## config.mk

```make
export PLATFORM = sky130hd
export DESIGN_NAME = ocl_threshold
export DESIGN_NICKNAME = d
export VERILOG_FILES = /design/src/include/ocl_pkg.sv /design/src/hw/ocl_threshold.sv
export SDC_FILE = /design/constraint.sdc
export NUM_CORES = 1
export LEC_CHECK = 0
export BUFFER_PORTS_ARGS = -buffer_cell sky130_fd_sc_hd__buf_4
export CAP_MARGIN = 20
export CORE_ASPECT_RATIO = 1.1
export CORE_MARGIN = 4
export CORE_UTILIZATION = 45
export CTS_CLUSTER_DIAMETER = 150
export DETAILED_ROUTE_END_ITERATION = 8
export PLACE_DENSITY = 0.7
export SLEW_MARGIN = 15
export SYNTH_ARGS = -nofsm -noshare
export SYNTH_HDL_FRONTEND = slang
export SYNTH_SLANG_ARGS = --single-unit
```

## constraint.sdc

```tcl
create_clock -name mclk_i -period 3.9 [get_ports mclk_i]
set_clock_uncertainty 0.2 [all_clocks]
set_input_delay 0.39 -clock mclk_i [delete_from_list [all_inputs] [get_ports mclk_i]]
set_output_delay 0.39 -clock mclk_i [all_outputs]
set_load 0.05 [all_outputs]
```

## src/include/ocl_pkg.sv

```systemverilog
// constants for the overcurrent threshold register block
// assumes a single 250 MHz clock and a command port fed by a pmbus front end
package ocl_pkg;
    // command codes
    localparam logic [7:0]  OCL_CMD_CODE      = 8'h46;   // overcurrent threshold command
    localparam logic [7:0]  OCL_PHASE_ALL     = 8'hff;   // phase value meaning broadcast stack access
    // field layout of the 16-bit word
    localparam int          OCL_EXP_MSB       = 15;      // exponent field top bit
    localparam int          OCL_EXP_LSB       = 11;      // exponent field bottom bit
    localparam int          OCL_RSV_MSB       = 10;      // reserved field top bit
    localparam int          OCL_RSV_LSB       = 8;       // reserved field bottom bit
    localparam int          OCL_STK7_BIT      = 7;       // mantissa bit gated by stack of three or more
    localparam int          OCL_STK6_BIT      = 6;       // mantissa bit gated by stack of two or more
    // values after reset
    localparam logic [7:0]  OCL_MANT_RST      = 8'h00;   // mantissa before the restore strobe
    localparam logic [2:0]  OCL_RSV_VAL       = 3'h0;    // reserved bits read zero on a single-phase read
    // stack counts at which the upper mantissa bits open
    localparam logic [2:0]  OCL_STK_BIT6_MIN  = 3'h2;    // bit 6 writable from two phases
    localparam logic [2:0]  OCL_STK_BIT7_MIN  = 3'h3;    // bit 7 writable from three phases
    localparam logic [2:0]  OCL_STK_TWO       = 3'h2;    // two-phase stack
    localparam logic [2:0]  OCL_STK_THREE     = 3'h3;    // three-phase stack
    localparam logic [2:0]  OCL_STK_FOUR      = 3'h4;    // four-phase stack
    // supported settings: lower mantissa bound of each bin
    localparam int          OCL_NBIN          = 14;      // number of supported thresholds
    localparam logic [7:0]  OCL_BIN_LO [OCL_NBIN] = '{
        8'h00, 8'h0e, 8'h11, 8'h16, 8'h19, 8'h1c, 8'h21,
        8'h25, 8'h27, 8'h2a, 8'h2f, 8'h32, 8'h35, 8'h3a};
    // lower bounds of the three-phase stack level bins
    localparam logic [7:0]  OCL_BIN3_LO [OCL_NBIN] = '{
        8'h00, 8'h2a, 8'h33, 8'h40, 8'h4b, 8'h55, 8'h62,
        8'h6d, 8'h75, 8'h7e, 8'h8b, 8'h94, 8'h9e, 8'had};
    // applied threshold of each bin in quarter amperes
    localparam logic [7:0]  OCL_BIN_QA [OCL_NBIN] = '{
        8'h32, 8'h3c, 8'h4b, 8'h5f, 8'h69, 8'h78, 8'h8c,
        8'h96, 8'ha0, 8'haf, 8'hc3, 8'hc8, 8'hdc, 8'hf0};
endpackage

```

## src/hw/ocl_threshold.sv

```systemverilog
// overcurrent threshold register of one phase, with its valley current comparator
// assumes word commands arrive already decoded from pmbus, one cycle each, synchronous to mclk_i
`timescale 1ns/100ps
module ocl_threshold (
    input  wire logic        mclk_i,        // 250 MHz clock
    input  wire logic        sys_rst_i,     // synchronous reset, active high
    input  wire logic        ce_i,          // clock enable, freezes all state when low
    input  wire logic        req_valid_i,   // one-cycle command strobe
    input  wire logic        req_write_i,   // 1 = word write, 0 = word read
    input  wire logic [7:0]  req_code_i,    // command code
    input  wire logic [7:0]  req_phase_i,   // phase selection, ff = whole stack
    input  wire logic [15:0] req_wdata_i,   // write word
    input  wire logic [4:0]  exp_cfg_i,     // exponent set by other configuration
    input  wire logic [2:0]  stack_count_i, // phases in the stack, 1 to 4
    input  wire logic [7:0]  own_phase_i,   // this device's phase number
    input  wire logic        primary_i,     // this device is the stack primary
    input  wire logic        restore_i,     // one-cycle start-up load strobe
    input  wire logic [7:0]  restore_val_i, // mantissa from nvm or strap detection
    input  wire logic [7:0]  valley_qa_i,   // sensed low-side valley current, quarter amperes
    output logic             ack_o,         // request taken
    output logic             nack_o,        // write data refused
    output logic             rvalid_o,      // read word valid
    output logic [15:0]      rdata_o,       // read word
    output logic             cml_set_o,     // set communication status flag
    output logic             ivd_set_o,     // set invalid data status flag
    output logic [7:0]       mant_o,        // stored mantissa
    output logic [7:0]       thr_qa_o,      // applied threshold, quarter amperes
    output logic             oc_fault_o     // overcurrent detected
);
    logic [7:0]  mant_q;     // stored mantissa, split per phase on a broadcast write
    logic [7:0]  thr_q;      // applied threshold
    logic        oc_q;       // fault flag
    logic        ack_q;      // answer pulses
    logic        nack_q;
    logic        rv_q;
    logic [15:0] rdata_q;    // read word register
    logic        hit;        // request addressed to this phase
    logic        bcast;      // broadcast stack access
    logic        bad_wr;     // write touches read-only bits
    logic [7:0]  new_mant;   // mantissa a good write would store
    logic [8:0]  sum_lvl;    // rounding sum for stack division
    logic [10:0] prod_lvl;   // level times stack count
    logic [7:0]  thr_d;      // nearest supported threshold

    // bin lookup: nearest supported setting below or at the value
    function automatic logic [3:0] ocl_bin(input logic [7:0] v, input logic three);
        logic [3:0] b;
        b = 4'h0;
        for (int i = 1; i < ocl_pkg::OCL_NBIN; i++) begin
            if (v >= (three ? ocl_pkg::OCL_BIN3_LO[i] : ocl_pkg::OCL_BIN_LO[i])) begin
                b = 4'(i);
            end
        end
        return b;
    endfunction

    // address decode and phase selection
    always_comb begin
        bcast = (req_phase_i == ocl_pkg::OCL_PHASE_ALL);
        hit   = ce_i && req_valid_i && (req_code_i == ocl_pkg::OCL_CMD_CODE)
                && (bcast || (req_phase_i == own_phase_i));
    end

    // level arithmetic for stack access
    always_comb begin
        sum_lvl  = 9'h000;
        new_mant = req_wdata_i[7:0];
        if (bcast && stack_count_i == ocl_pkg::OCL_STK_TWO) begin
            sum_lvl  = {1'b0, req_wdata_i[7:0]} + 9'h001;
            new_mant = sum_lvl[8:1];
        end else if (bcast && stack_count_i == ocl_pkg::OCL_STK_FOUR) begin
            sum_lvl  = {1'b0, req_wdata_i[7:0]} + 9'h002;
            new_mant = {1'b0, sum_lvl[8:2]};
        end else if (bcast && stack_count_i == ocl_pkg::OCL_STK_THREE) begin
            // three phases do not divide evenly, so a table bins the level
            new_mant = ocl_pkg::OCL_BIN_LO[ocl_bin(req_wdata_i[7:0], 1'b1)];
        end
        // widen before multiplying so a large level times the count keeps its top bits
        prod_lvl = 11'(mant_q) * 11'(stack_count_i);
    end

    // read-only bit check; exponent and reserved must match what reads back
    always_comb begin
        bad_wr = (req_wdata_i[ocl_pkg::OCL_EXP_MSB:ocl_pkg::OCL_EXP_LSB] != exp_cfg_i)
              || (req_wdata_i[ocl_pkg::OCL_RSV_MSB:ocl_pkg::OCL_RSV_LSB] != ocl_pkg::OCL_RSV_VAL);
        if (!bcast) begin
            if (req_wdata_i[ocl_pkg::OCL_STK7_BIT] != mant_q[ocl_pkg::OCL_STK7_BIT]
                && stack_count_i < ocl_pkg::OCL_STK_BIT7_MIN) begin
                bad_wr = 1'b1;
            end
            if (req_wdata_i[ocl_pkg::OCL_STK6_BIT] != mant_q[ocl_pkg::OCL_STK6_BIT]
                && stack_count_i < ocl_pkg::OCL_STK_BIT6_MIN) begin
                bad_wr = 1'b1;
            end
        end
    end

    // mantissa storage
    always_ff @(posedge mclk_i) begin
        if (sys_rst_i) begin
            mant_q <= ocl_pkg::OCL_MANT_RST;
        end else if (ce_i) begin
            if (restore_i) begin
                mant_q <= restore_val_i;
            end else if (hit && req_write_i && !bad_wr) begin
                mant_q <= new_mant;
            end
        end
    end

    // applied threshold, registered into thr_q one cycle after the mantissa changes, with no output disable needed
    always_comb begin
        thr_d = ocl_pkg::OCL_BIN_QA[ocl_bin(mant_q, 1'b0)];
    end

    // threshold register and comparator
    always_ff @(posedge mclk_i) begin
        if (sys_rst_i) begin
            thr_q <= ocl_pkg::OCL_BIN_QA[0];
            oc_q  <= 1'b0;
        end else if (ce_i) begin
            thr_q <= thr_d;
            oc_q  <= (valley_qa_i >= thr_q);
        end
    end

    // answer pulses and read word
    always_ff @(posedge mclk_i) begin
        if (sys_rst_i) begin
            ack_q   <= 1'b0;
            nack_q  <= 1'b0;
            rv_q    <= 1'b0;
            rdata_q <= 16'h0000;
        end else if (ce_i) begin
            ack_q  <= 1'b0;
            nack_q <= 1'b0;
            rv_q   <= 1'b0;
            if (hit && req_write_i) begin
                ack_q  <= !bad_wr;
                nack_q <= bad_wr;
            end else if (hit && !bcast) begin
                ack_q   <= 1'b1;
                rv_q    <= 1'b1;
                rdata_q <= {exp_cfg_i, ocl_pkg::OCL_RSV_VAL, mant_q};
            end else if (hit && primary_i) begin
                // secondaries stay silent so only one device drives the bus
                ack_q   <= 1'b1;
                rv_q    <= 1'b1;
                rdata_q <= {exp_cfg_i, prod_lvl};
            end
        end
    end

    assign ack_o      = ack_q;
    assign nack_o     = nack_q;
    assign rvalid_o   = rv_q;
    assign rdata_o    = rdata_q;
    assign cml_set_o  = nack_q;
    assign ivd_set_o  = nack_q;
    assign mant_o     = mant_q;
    assign thr_qa_o   = thr_q;
    assign oc_fault_o = oc_q;

    // refused write leaves mantissa unchanged; a restore in the same cycle still wins
    property p_nack_keeps;
        @(posedge mclk_i) disable iff (sys_rst_i)
        nack_o |-> ($past(restore_i) || (mant_q == $past(mant_q))) && ivd_set_o && cml_set_o && !ack_o;
    endproperty
    a_nack_keeps: assert property (p_nack_keeps) else $error("refused write changed value");

    // reserved field reads zero on a single-phase read
    property p_rsv_zero;
        @(posedge mclk_i) disable iff (sys_rst_i)
        (hit && !req_write_i && !bcast) |=> rvalid_o && (rdata_o[10:8] == 3'h0) && (rdata_o[7:0] == $past(mant_q));
    endproperty
    a_rsv_zero: assert property (p_rsv_zero) else $error("read word wrong");

    // exponent reads back from configuration
    property p_exp_read;
        @(posedge mclk_i) disable iff (sys_rst_i)
        (hit && !req_write_i && (!bcast || primary_i)) |=> rdata_o[15:11] == $past(exp_cfg_i);
    endproperty
    a_exp_read: assert property (p_exp_read) else $error("exponent not from configuration");

    // bit 7 holds in stacks under three, except on a broadcast access
    property p_bit7_lock;
        @(posedge mclk_i) disable iff (sys_rst_i)
        (ce_i && !restore_i && stack_count_i < 3'h3 && !bcast) |=> mant_q[7] == $past(mant_q[7]);
    endproperty
    a_bit7_lock: assert property (p_bit7_lock) else $error("bit 7 changed in small stack");

    // bit 6 holds in a single phase, except on a broadcast access
    property p_bit6_lock;
        @(posedge mclk_i) disable iff (sys_rst_i)
        (ce_i && !restore_i && stack_count_i < 3'h2 && !bcast) |=> mant_q[6] == $past(mant_q[6]);
    endproperty
    a_bit6_lock: assert property (p_bit6_lock) else $error("bit 6 changed in single phase");

    // good single-phase write stores its low bits as written and acks
    property p_write_store;
        @(posedge mclk_i) disable iff (sys_rst_i)
        (hit && req_write_i && !bad_wr && !bcast && !restore_i)
            |=> ack_o && (mant_q[5:0] == $past(req_wdata_i[5:0]));
    endproperty
    a_write_store: assert property (p_write_store) else $error("write not stored");

    // two-phase broadcast halves the level rounding up
    property p_bcast_two;
        @(posedge mclk_i) disable iff (sys_rst_i)
        (hit && req_write_i && bcast && !bad_wr && !restore_i && stack_count_i == 3'h2)
            |=> mant_q == 8'(($past({1'b0, req_wdata_i[7:0]}) + 9'h001) >> 1);
    endproperty
    a_bcast_two: assert property (p_bcast_two) else $error("two-phase split wrong");

    // secondary stays silent on broadcast read
    property p_bcast_read;
        @(posedge mclk_i) disable iff (sys_rst_i)
        (hit && !req_write_i && bcast) |=> (rvalid_o == $past(primary_i))
            && (!rvalid_o || rdata_o[10:0] == 11'($past(mant_q)) * 11'($past(stack_count_i)));
    endproperty
    a_bcast_read: assert property (p_bcast_read) else $error("broadcast read answer wrong");

    // comparator follows threshold one cycle after a change
    property p_fault_cmp;
        @(posedge mclk_i) disable iff (sys_rst_i)
        // the edge right after reset shows the cleared flag, not a compare
        (ce_i && $past(ce_i) && !$past(sys_rst_i)) |-> oc_fault_o == ($past(valley_qa_i) >= $past(thr_qa_o));
    endproperty
    a_fault_cmp: assert property (p_fault_cmp) else $error("fault flag wrong");

    // restore strobe loads start-up value
    property p_restore;
        @(posedge mclk_i) disable iff (sys_rst_i)
        (ce_i && restore_i) |=> mant_q == $past(restore_val_i);
    endproperty
    a_restore: assert property (p_restore) else $error("restore not loaded");
endmodule

```

==> results of run 1 <==
-- final timing paths --
check / startpoint / to / slack (ns) / depth (start not counted)
min: exp_cfg_i[1] / rdata_o[12] / 0.16 / 3
max: mant_o[2] / rdata_o[8] / 0.82 / 12
min reg2reg: rdata_o[0] / rdata_o[0] / 0.26 / 2
max reg2reg: mant_o[2] / rdata_o[8] / 0.82 / 12
-- layout make-up --
type,count,area share [%]
clock buffers,5,1.38
clock inverters,3,1.80
inverters,43,3.23
multi-input cells,406,59.0
flip-flops and latches,36,14.4
well taps,111,2.78
repair buffers,116,17.4
-- logic make-up after synthesis --
kind of cell	after synthesis
flops	36
compound gates	158
buf+inv	79
simple gates	172
xor+xnor	29
mux	6
fa+ha+maj	41
-- critical path, delay by kind of cell, from the launching register on --
family	cells	cell delay [ns]
adders and majority gates	3	1.05
AOI/OAI and AO/OA	5	0.77
DFF	1	0.38
and+or+nand+nor	3	0.51
buffers and inverters	1	0.05
-- metal layers --
layer / vias up / GRT usage, % / share of wire (%)
li1: 2062 / - / -
met5: - / 0 / 0
met1: 1930 / 28.1 / 42
met2: 179 / 38.5 / 49
met3: 17 / 3.64 / 7.3
met4: 0 / 6.33 / 1.7
-- cell usage in the layout (no fill, tap or decap), types with 4 or more instances in the layout --
master,netlist,routed
buf_4,5,116
nand2_1,53,53
inv_1,41,41
a21oi_1,39,39
dfxtp_1,36,36
ha_1,33,33
nor2_1,28,28
xnor2_1,19,19
o21ai_0,17,17
nor3_1,13,13
nand3_1,12,12
and2_1,12,12
o211ai_1,10,10
xor2_1,10,10
a211oi_1,9,9
nor4_1,8,8
a21o_1,7,7
fa_1,7,7
o21a_1,6,6
nand2b_1,6,6
nand4_1,6,6
o221ai_1,6,6
or3_1,5,5
o22ai_1,5,5
mux2i_1,5,5
clkbuf_8,0,5
o211a_1,4,4
a311oi_1,4,4
or2_2,4,4
o31a_1,4,4
a31oi_1,4,4
-- through the flow --
step / instance area [sq um] / total power (uW) / utilization, % / setup slack (ns) / hold WS, ns
final: 5000 / 1320 / 58.6 / 0.818 / 0.156
after global routing: 5000 / 1390 / 58.6 / 0.536 / 0.146
after CTS: 5000 / 1330 / 58.6 / 0.854 / 0.143
after detailed placement: 4840 / 858 / 56.7 / 0.590 / 0.249
after global placement: 4840 / 848 / 56.7 / 0.622 / 0.243
after floorplan: 4010 / 707 / - / 0.412 / 0.326
-- state kept, by name (all words and copies together), names as in the netlist --
register	count
ack_o	1
cml_set_o	1
mant_o	8
oc_fault_o	1
rdata_o	16
rvalid_o	1
thr_qa_o	8
-- power groups by stage --
stage	clock (uW)	sequential [uW]	combinational, uW
CTS	477	400	453
detailed placement	0	409	449
global placement	0	408	441
global route	486	402	500
finish	468	400	454
floorplan	0	452	254
==> summary.txt, run 1 <==
Worst setup path
  • Arr. time, crit path: between 3 and 4 ns
  • Startpoint Class: flop
  • Critical path endpoint category: flop
  • Setup CP Type: flop to flop
  • WP data required: 3.87 ns
  • Largest stage delay, worst path: between 0.4 and 0.5 ns
  • CP max FO: 5
  • Crit path cell chain: and2_1, fa_1, ha_1, inv_1, fa_1, nor2b_1, o21ai_0, a21boi_0, o21ai_0, and3_1, o211ai_1, a21oi_1
  • Max stage delay cell, worst path: fa_1

Global route
  • Initial antenna violation count: 0
  • GRT Overall Usage: 22.1%
  • Largest net degree at the start of global routing: 35
  • First-pass GRT wire length: ~20000 um
  • Total grt overflow: 0
  • Vias in the first global route: approximately 4000

Pwr
  • Switching power: roughly 430 uW
  • Logic pwr share: approximately a third
  • Pwr dens: around 260 nW/um^2
  • Clock power frac: 35.4%
  • Internal power: 891 uW
  • Sequential share of power: a little under a third
  • Maximum vdd drop: between 0.15 and 0.2 mV
  • Switching Fraction: about a third
  • Leakage power: 0.00219 uW

Floorplanning
  • Die Height: 107 um
  • I/O pin total: 109
  • Starting Density: a little under half
  • Site Rows: 35
  • Die footprint: 10500 sq um
  • Die Wd: around 98 um
  • Core area: 8540 sq um

Synth
  • Ys async rst share: 0%
  • Synth Area in Simple Gates: between 20% and 30%
  • Post-synth top area share: about 18%
  • Main combinational cell family by area after synthesis: compound AO/OA/AOI/OAI gates
  • Avg Cell Area, Syn: 7.69 sq um
  • XOR/XNOR share of the synthesized area: under 10%
  • Syn nets: roughly 630
  • Syn Inst Count: ~520
  • Synth unique cells: 85
  • Synth Warn #: 0
  • Cell with the most instances after synthesis: nand2_1
  • Mapped cell area: 4010 sq um
  • Ranking of synthesized cells by area: dfxtp_1 (18%), ha_1 (10%), nand2_1 (5.0%)
  • Synth Flop Type: dfxtp_1
  • Synth Area in Compound Gates: between 20 and 30%
  • #FFs+latches synth: 36
  • Post-synthesis sequential area ratio: between 15 and 20%
  • Synth Area in Adders: between 10 and 15%
  • Synth top cells by count: nand2_1 (53), inv_1 (41), a21oi_1 (39)
  • Area leader, netlist: dfxtp_1
  • Post-synth EDFFs: 0
  • Mux cell area share after synthesis: ~1.5%

Finish
  • Multi-input logic area: roughly 3000 sq um
  • Fillers: just over 800
  • Area occupied by registers: around 720 sq um
  • Layout cells sized above 1: 24.3%
  • Area Growth Syn to Fin: 24.8%
  • Fin nets: 719
  • Diode count: 0
  • Post-route non-filler standard cell count: approximately 700

Routing
  • WL/cell: 16.6 um
  • Drt initial violations: about 280
  • Vias: ~4200
  • Final wirelength: roughly 12000 um
  • DR DRC count: 0
  • Via density: about 5.8
  • Pre-Repair DR Iteration Count: 5
  • ANT nets after route: 0

CTS
  • Clk buf depth: 2
  • Reg clk slew, reported paths: ~0.080 ns
  • CTS resizes: 0
  • CTS Sinks: 36
  • Total CTS buffers: 5
  • Skew-Pair Late Insertion Delay: about 0.28 ns
  • Clock root buffer: clkbuf_8
  • Setup bufs post-CTS: 0
  • Htree depth: 2
  • CTS tree: yes
  • Hold-fix buffers, CTS: 0

Placed design
  • Placed insts: 712
  • Hpwl dp: between 9000 and 10000 um
  • Buffers on Ports: 108
  • Gpl congestion: ~0.9

STA
  • Setup violations, final: 0
  • Period utilisation layout: 79.0%
  • Final TNS setup: 0 ns
  • Final min period: 3.08 ns
  • RSZ-0062 raised after global routing: no
  • Fmax: 324 MHz
  • Final Max Slew Viols: 0
  • Hold violation count in the final report: 0
  • Slew margin rel.: around 52%
  • Worst Max-Slew Pin Slew: about 0.72 ns

Job
  • Max_cap viols: 0

Min path
  • Worst min-delay path category: primary input to flop

Status
  • Status: complete, no violations
Note: power is estimated with default switching activity, not from simulation.
==> run 2, diff against run 1 <==
clock period = 3.1 ns   (was 3.9 ns; I/O delays follow)
==> summary.txt, run 2 (synthesis results as in run 1) <==
CTS
  • CTS Sinks: 36
  • Hold-fix buffers, CTS: 0
  • CTS tree: yes
  • Total CTS buffers: 5
  • Clk buf depth: 2
  • Reg clk slew, reported paths: approximately 0.080 ns
  • CTS resizes: 0
  • Setup bufs post-CTS: 0
  • Htree depth: 2
  • Skew-Pair Late Insertion Delay: 0.29 ns
  • Clock root buffer: clkbuf_8

Routing
  • Drt initial violations: 227
  • Pre-Repair DR Iteration Count: 5
  • WL/cell: 16.6 um
  • Vias: between 4000 and 5000
  • ANT nets after route: 0
  • Via density: ~5.7
  • Final wirelength: between 10000 and 15000 um
  • DR DRC count: 0

Min path
  • Worst min-delay path category: primary input to flop

Placed design
  • Dpl cell area: around 5000 sq um
  • Pre-CTS setup slack: between 0.015 and 0.02 ns
  • Hpwl dp: around 9900 um
  • Buffers on Ports: roughly 110
  • Gpl congestion: 0.914

Global route
  • Vias in the first global route: ~4200
  • GRT busiest layer: met2
  • First-pass GRT wire length: around 20000 um
  • Largest net degree at the start of global routing: 35
  • Met3 GRT Util: between 2 and 3%
  • Total grt overflow: 0
  • GRT Overall Usage: a little under a quarter
  • GR Util met2: between 40% and 50%
  • Initial antenna violation count: 0
  • Met1 GRT Util: between 20 and 30%

Status
  • Status: complete, no violations

Finish
  • Max reg flops: 16
  • Layout cells sized above 1: 27.2%
  • Fin nets: 736
  • Area Growth Syn to Fin: 27.0%
  • Fillers: 803
  • Final instance area: between 5000 and 6000 sq um
  • Commonest non-fill, non-tap cell in the layout: buf_4
  • Diode count: 0
  • Commonest non-fill, non-tap cells in the layout: buf_4 (133), nand2_1 (53), inv_1 (41), a21oi_1 (39), ha_1 (33)

STA
  • Final hold slack: about 0.074 ns
  • RSZ-0062 raised after global routing: no
  • Slew margin rel.: 53.2%
  • Final TNS setup: 0 ns
  • Final min period: 2.90 ns
  • Period utilisation layout: 93.4%
  • Setup violations, final: 0
  • Fmax: around 350 MHz
  • Hold violation count in the final report: 0
  • Final Max Slew Viols: 0
  • Final setup margin: approximately 0.20 ns
  • Worst Max-Slew Pin Slew: roughly 0.7 ns

Pwr
  • Tot Pwr: about 1500 uW
  • Leakage power: ~0.0023 uW
  • Maximum vdd drop: 0.150 mV
  • Pwr dens: 291 nW/um^2

Floorplanning
  • Site Rows: 35
  • Starting Density: about 47%
  • Die Wd: 98.0 um
  • Die Height: around 110 um
  • Die footprint: between 10000 and 15000 sq um
  • Core area: approximately 8500 sq um
  • I/O pin total: about 110

Worst setup path
  • Arr. time, crit path: ~2.9 ns
  • CP max FO: 3
  • Setup CP Type: flop to flop
  • Startpoint Class: flop
  • WP data required: around 3 ns
  • Critical path endpoint category: flop

Job
  • Max_cap viols: 0
==> run 2: worst paths after layout <==
check,start,end,slack [ns],cells after the start
min reg2reg,rdata_o[1],rdata_o[1],0.26,2
max reg2reg,mant_o[0],rdata_o[8],0.20,12
min,exp_cfg_i[1],rdata_o[12],0.07,3
max,mant_o[0],rdata_o[8],0.20,12
==> run 2: per-stage QoR <==
step / std cells / util [%]
global placement: 729 / 58.3
finish: 737 / 59.6
CTS: 737 / 59.5
detailed placement: 729 / 58.3
global route: 737 / 59.6
floorplan: 521 / -
==> run 2: final cells by class <==
class                      instances  area, sq um  share of cell area [%]
clock buffer                       6         93.8                    1.85
clock inverter                     2         12.5                   0.246
inverter                          43          161                    3.17
multi-input combinational        406         2950                    58.1
sequential                        36          728                    14.3
tap                              111          139                    2.73
timing repair buffer             133          998                    19.6
==> run 2: report_power, final <==
group / internal (uW) / switching [uW] / total, uW / leakage [uW]
Clock: 206 / 180 / 386 / 0.0000523
Sequential: 481 / 21.1 / 502 / 0.000295
Combinational: 251 / 339 / 590 / 0.00190
Total: 938 / 540 / 1480 / 0.00225
==> run 2: layer usage <==
metal	part of all wire (%)	up-vias	wire length [um]
met5	0	-	0
met4	1.7	0	213
met3	5.8	17	714
met1	43	1971	5220
li1	-	2100	-
met2	50	146	6070
==> run 2: critical path, stage by stage (launching register included) <==
cell and delay (ns):
dfxtp_2 0.33, and2_1 0.15, fa_1 0.54, ha_1 0.17, inv_1 0.06, fa_2 0.35, nor2b_1 0.12, o21ai_0 0.12
a21boi_1 0.20, o21ai_1 0.11, and3_1 0.19, o211ai_1 0.16, a21oi_1 0.08
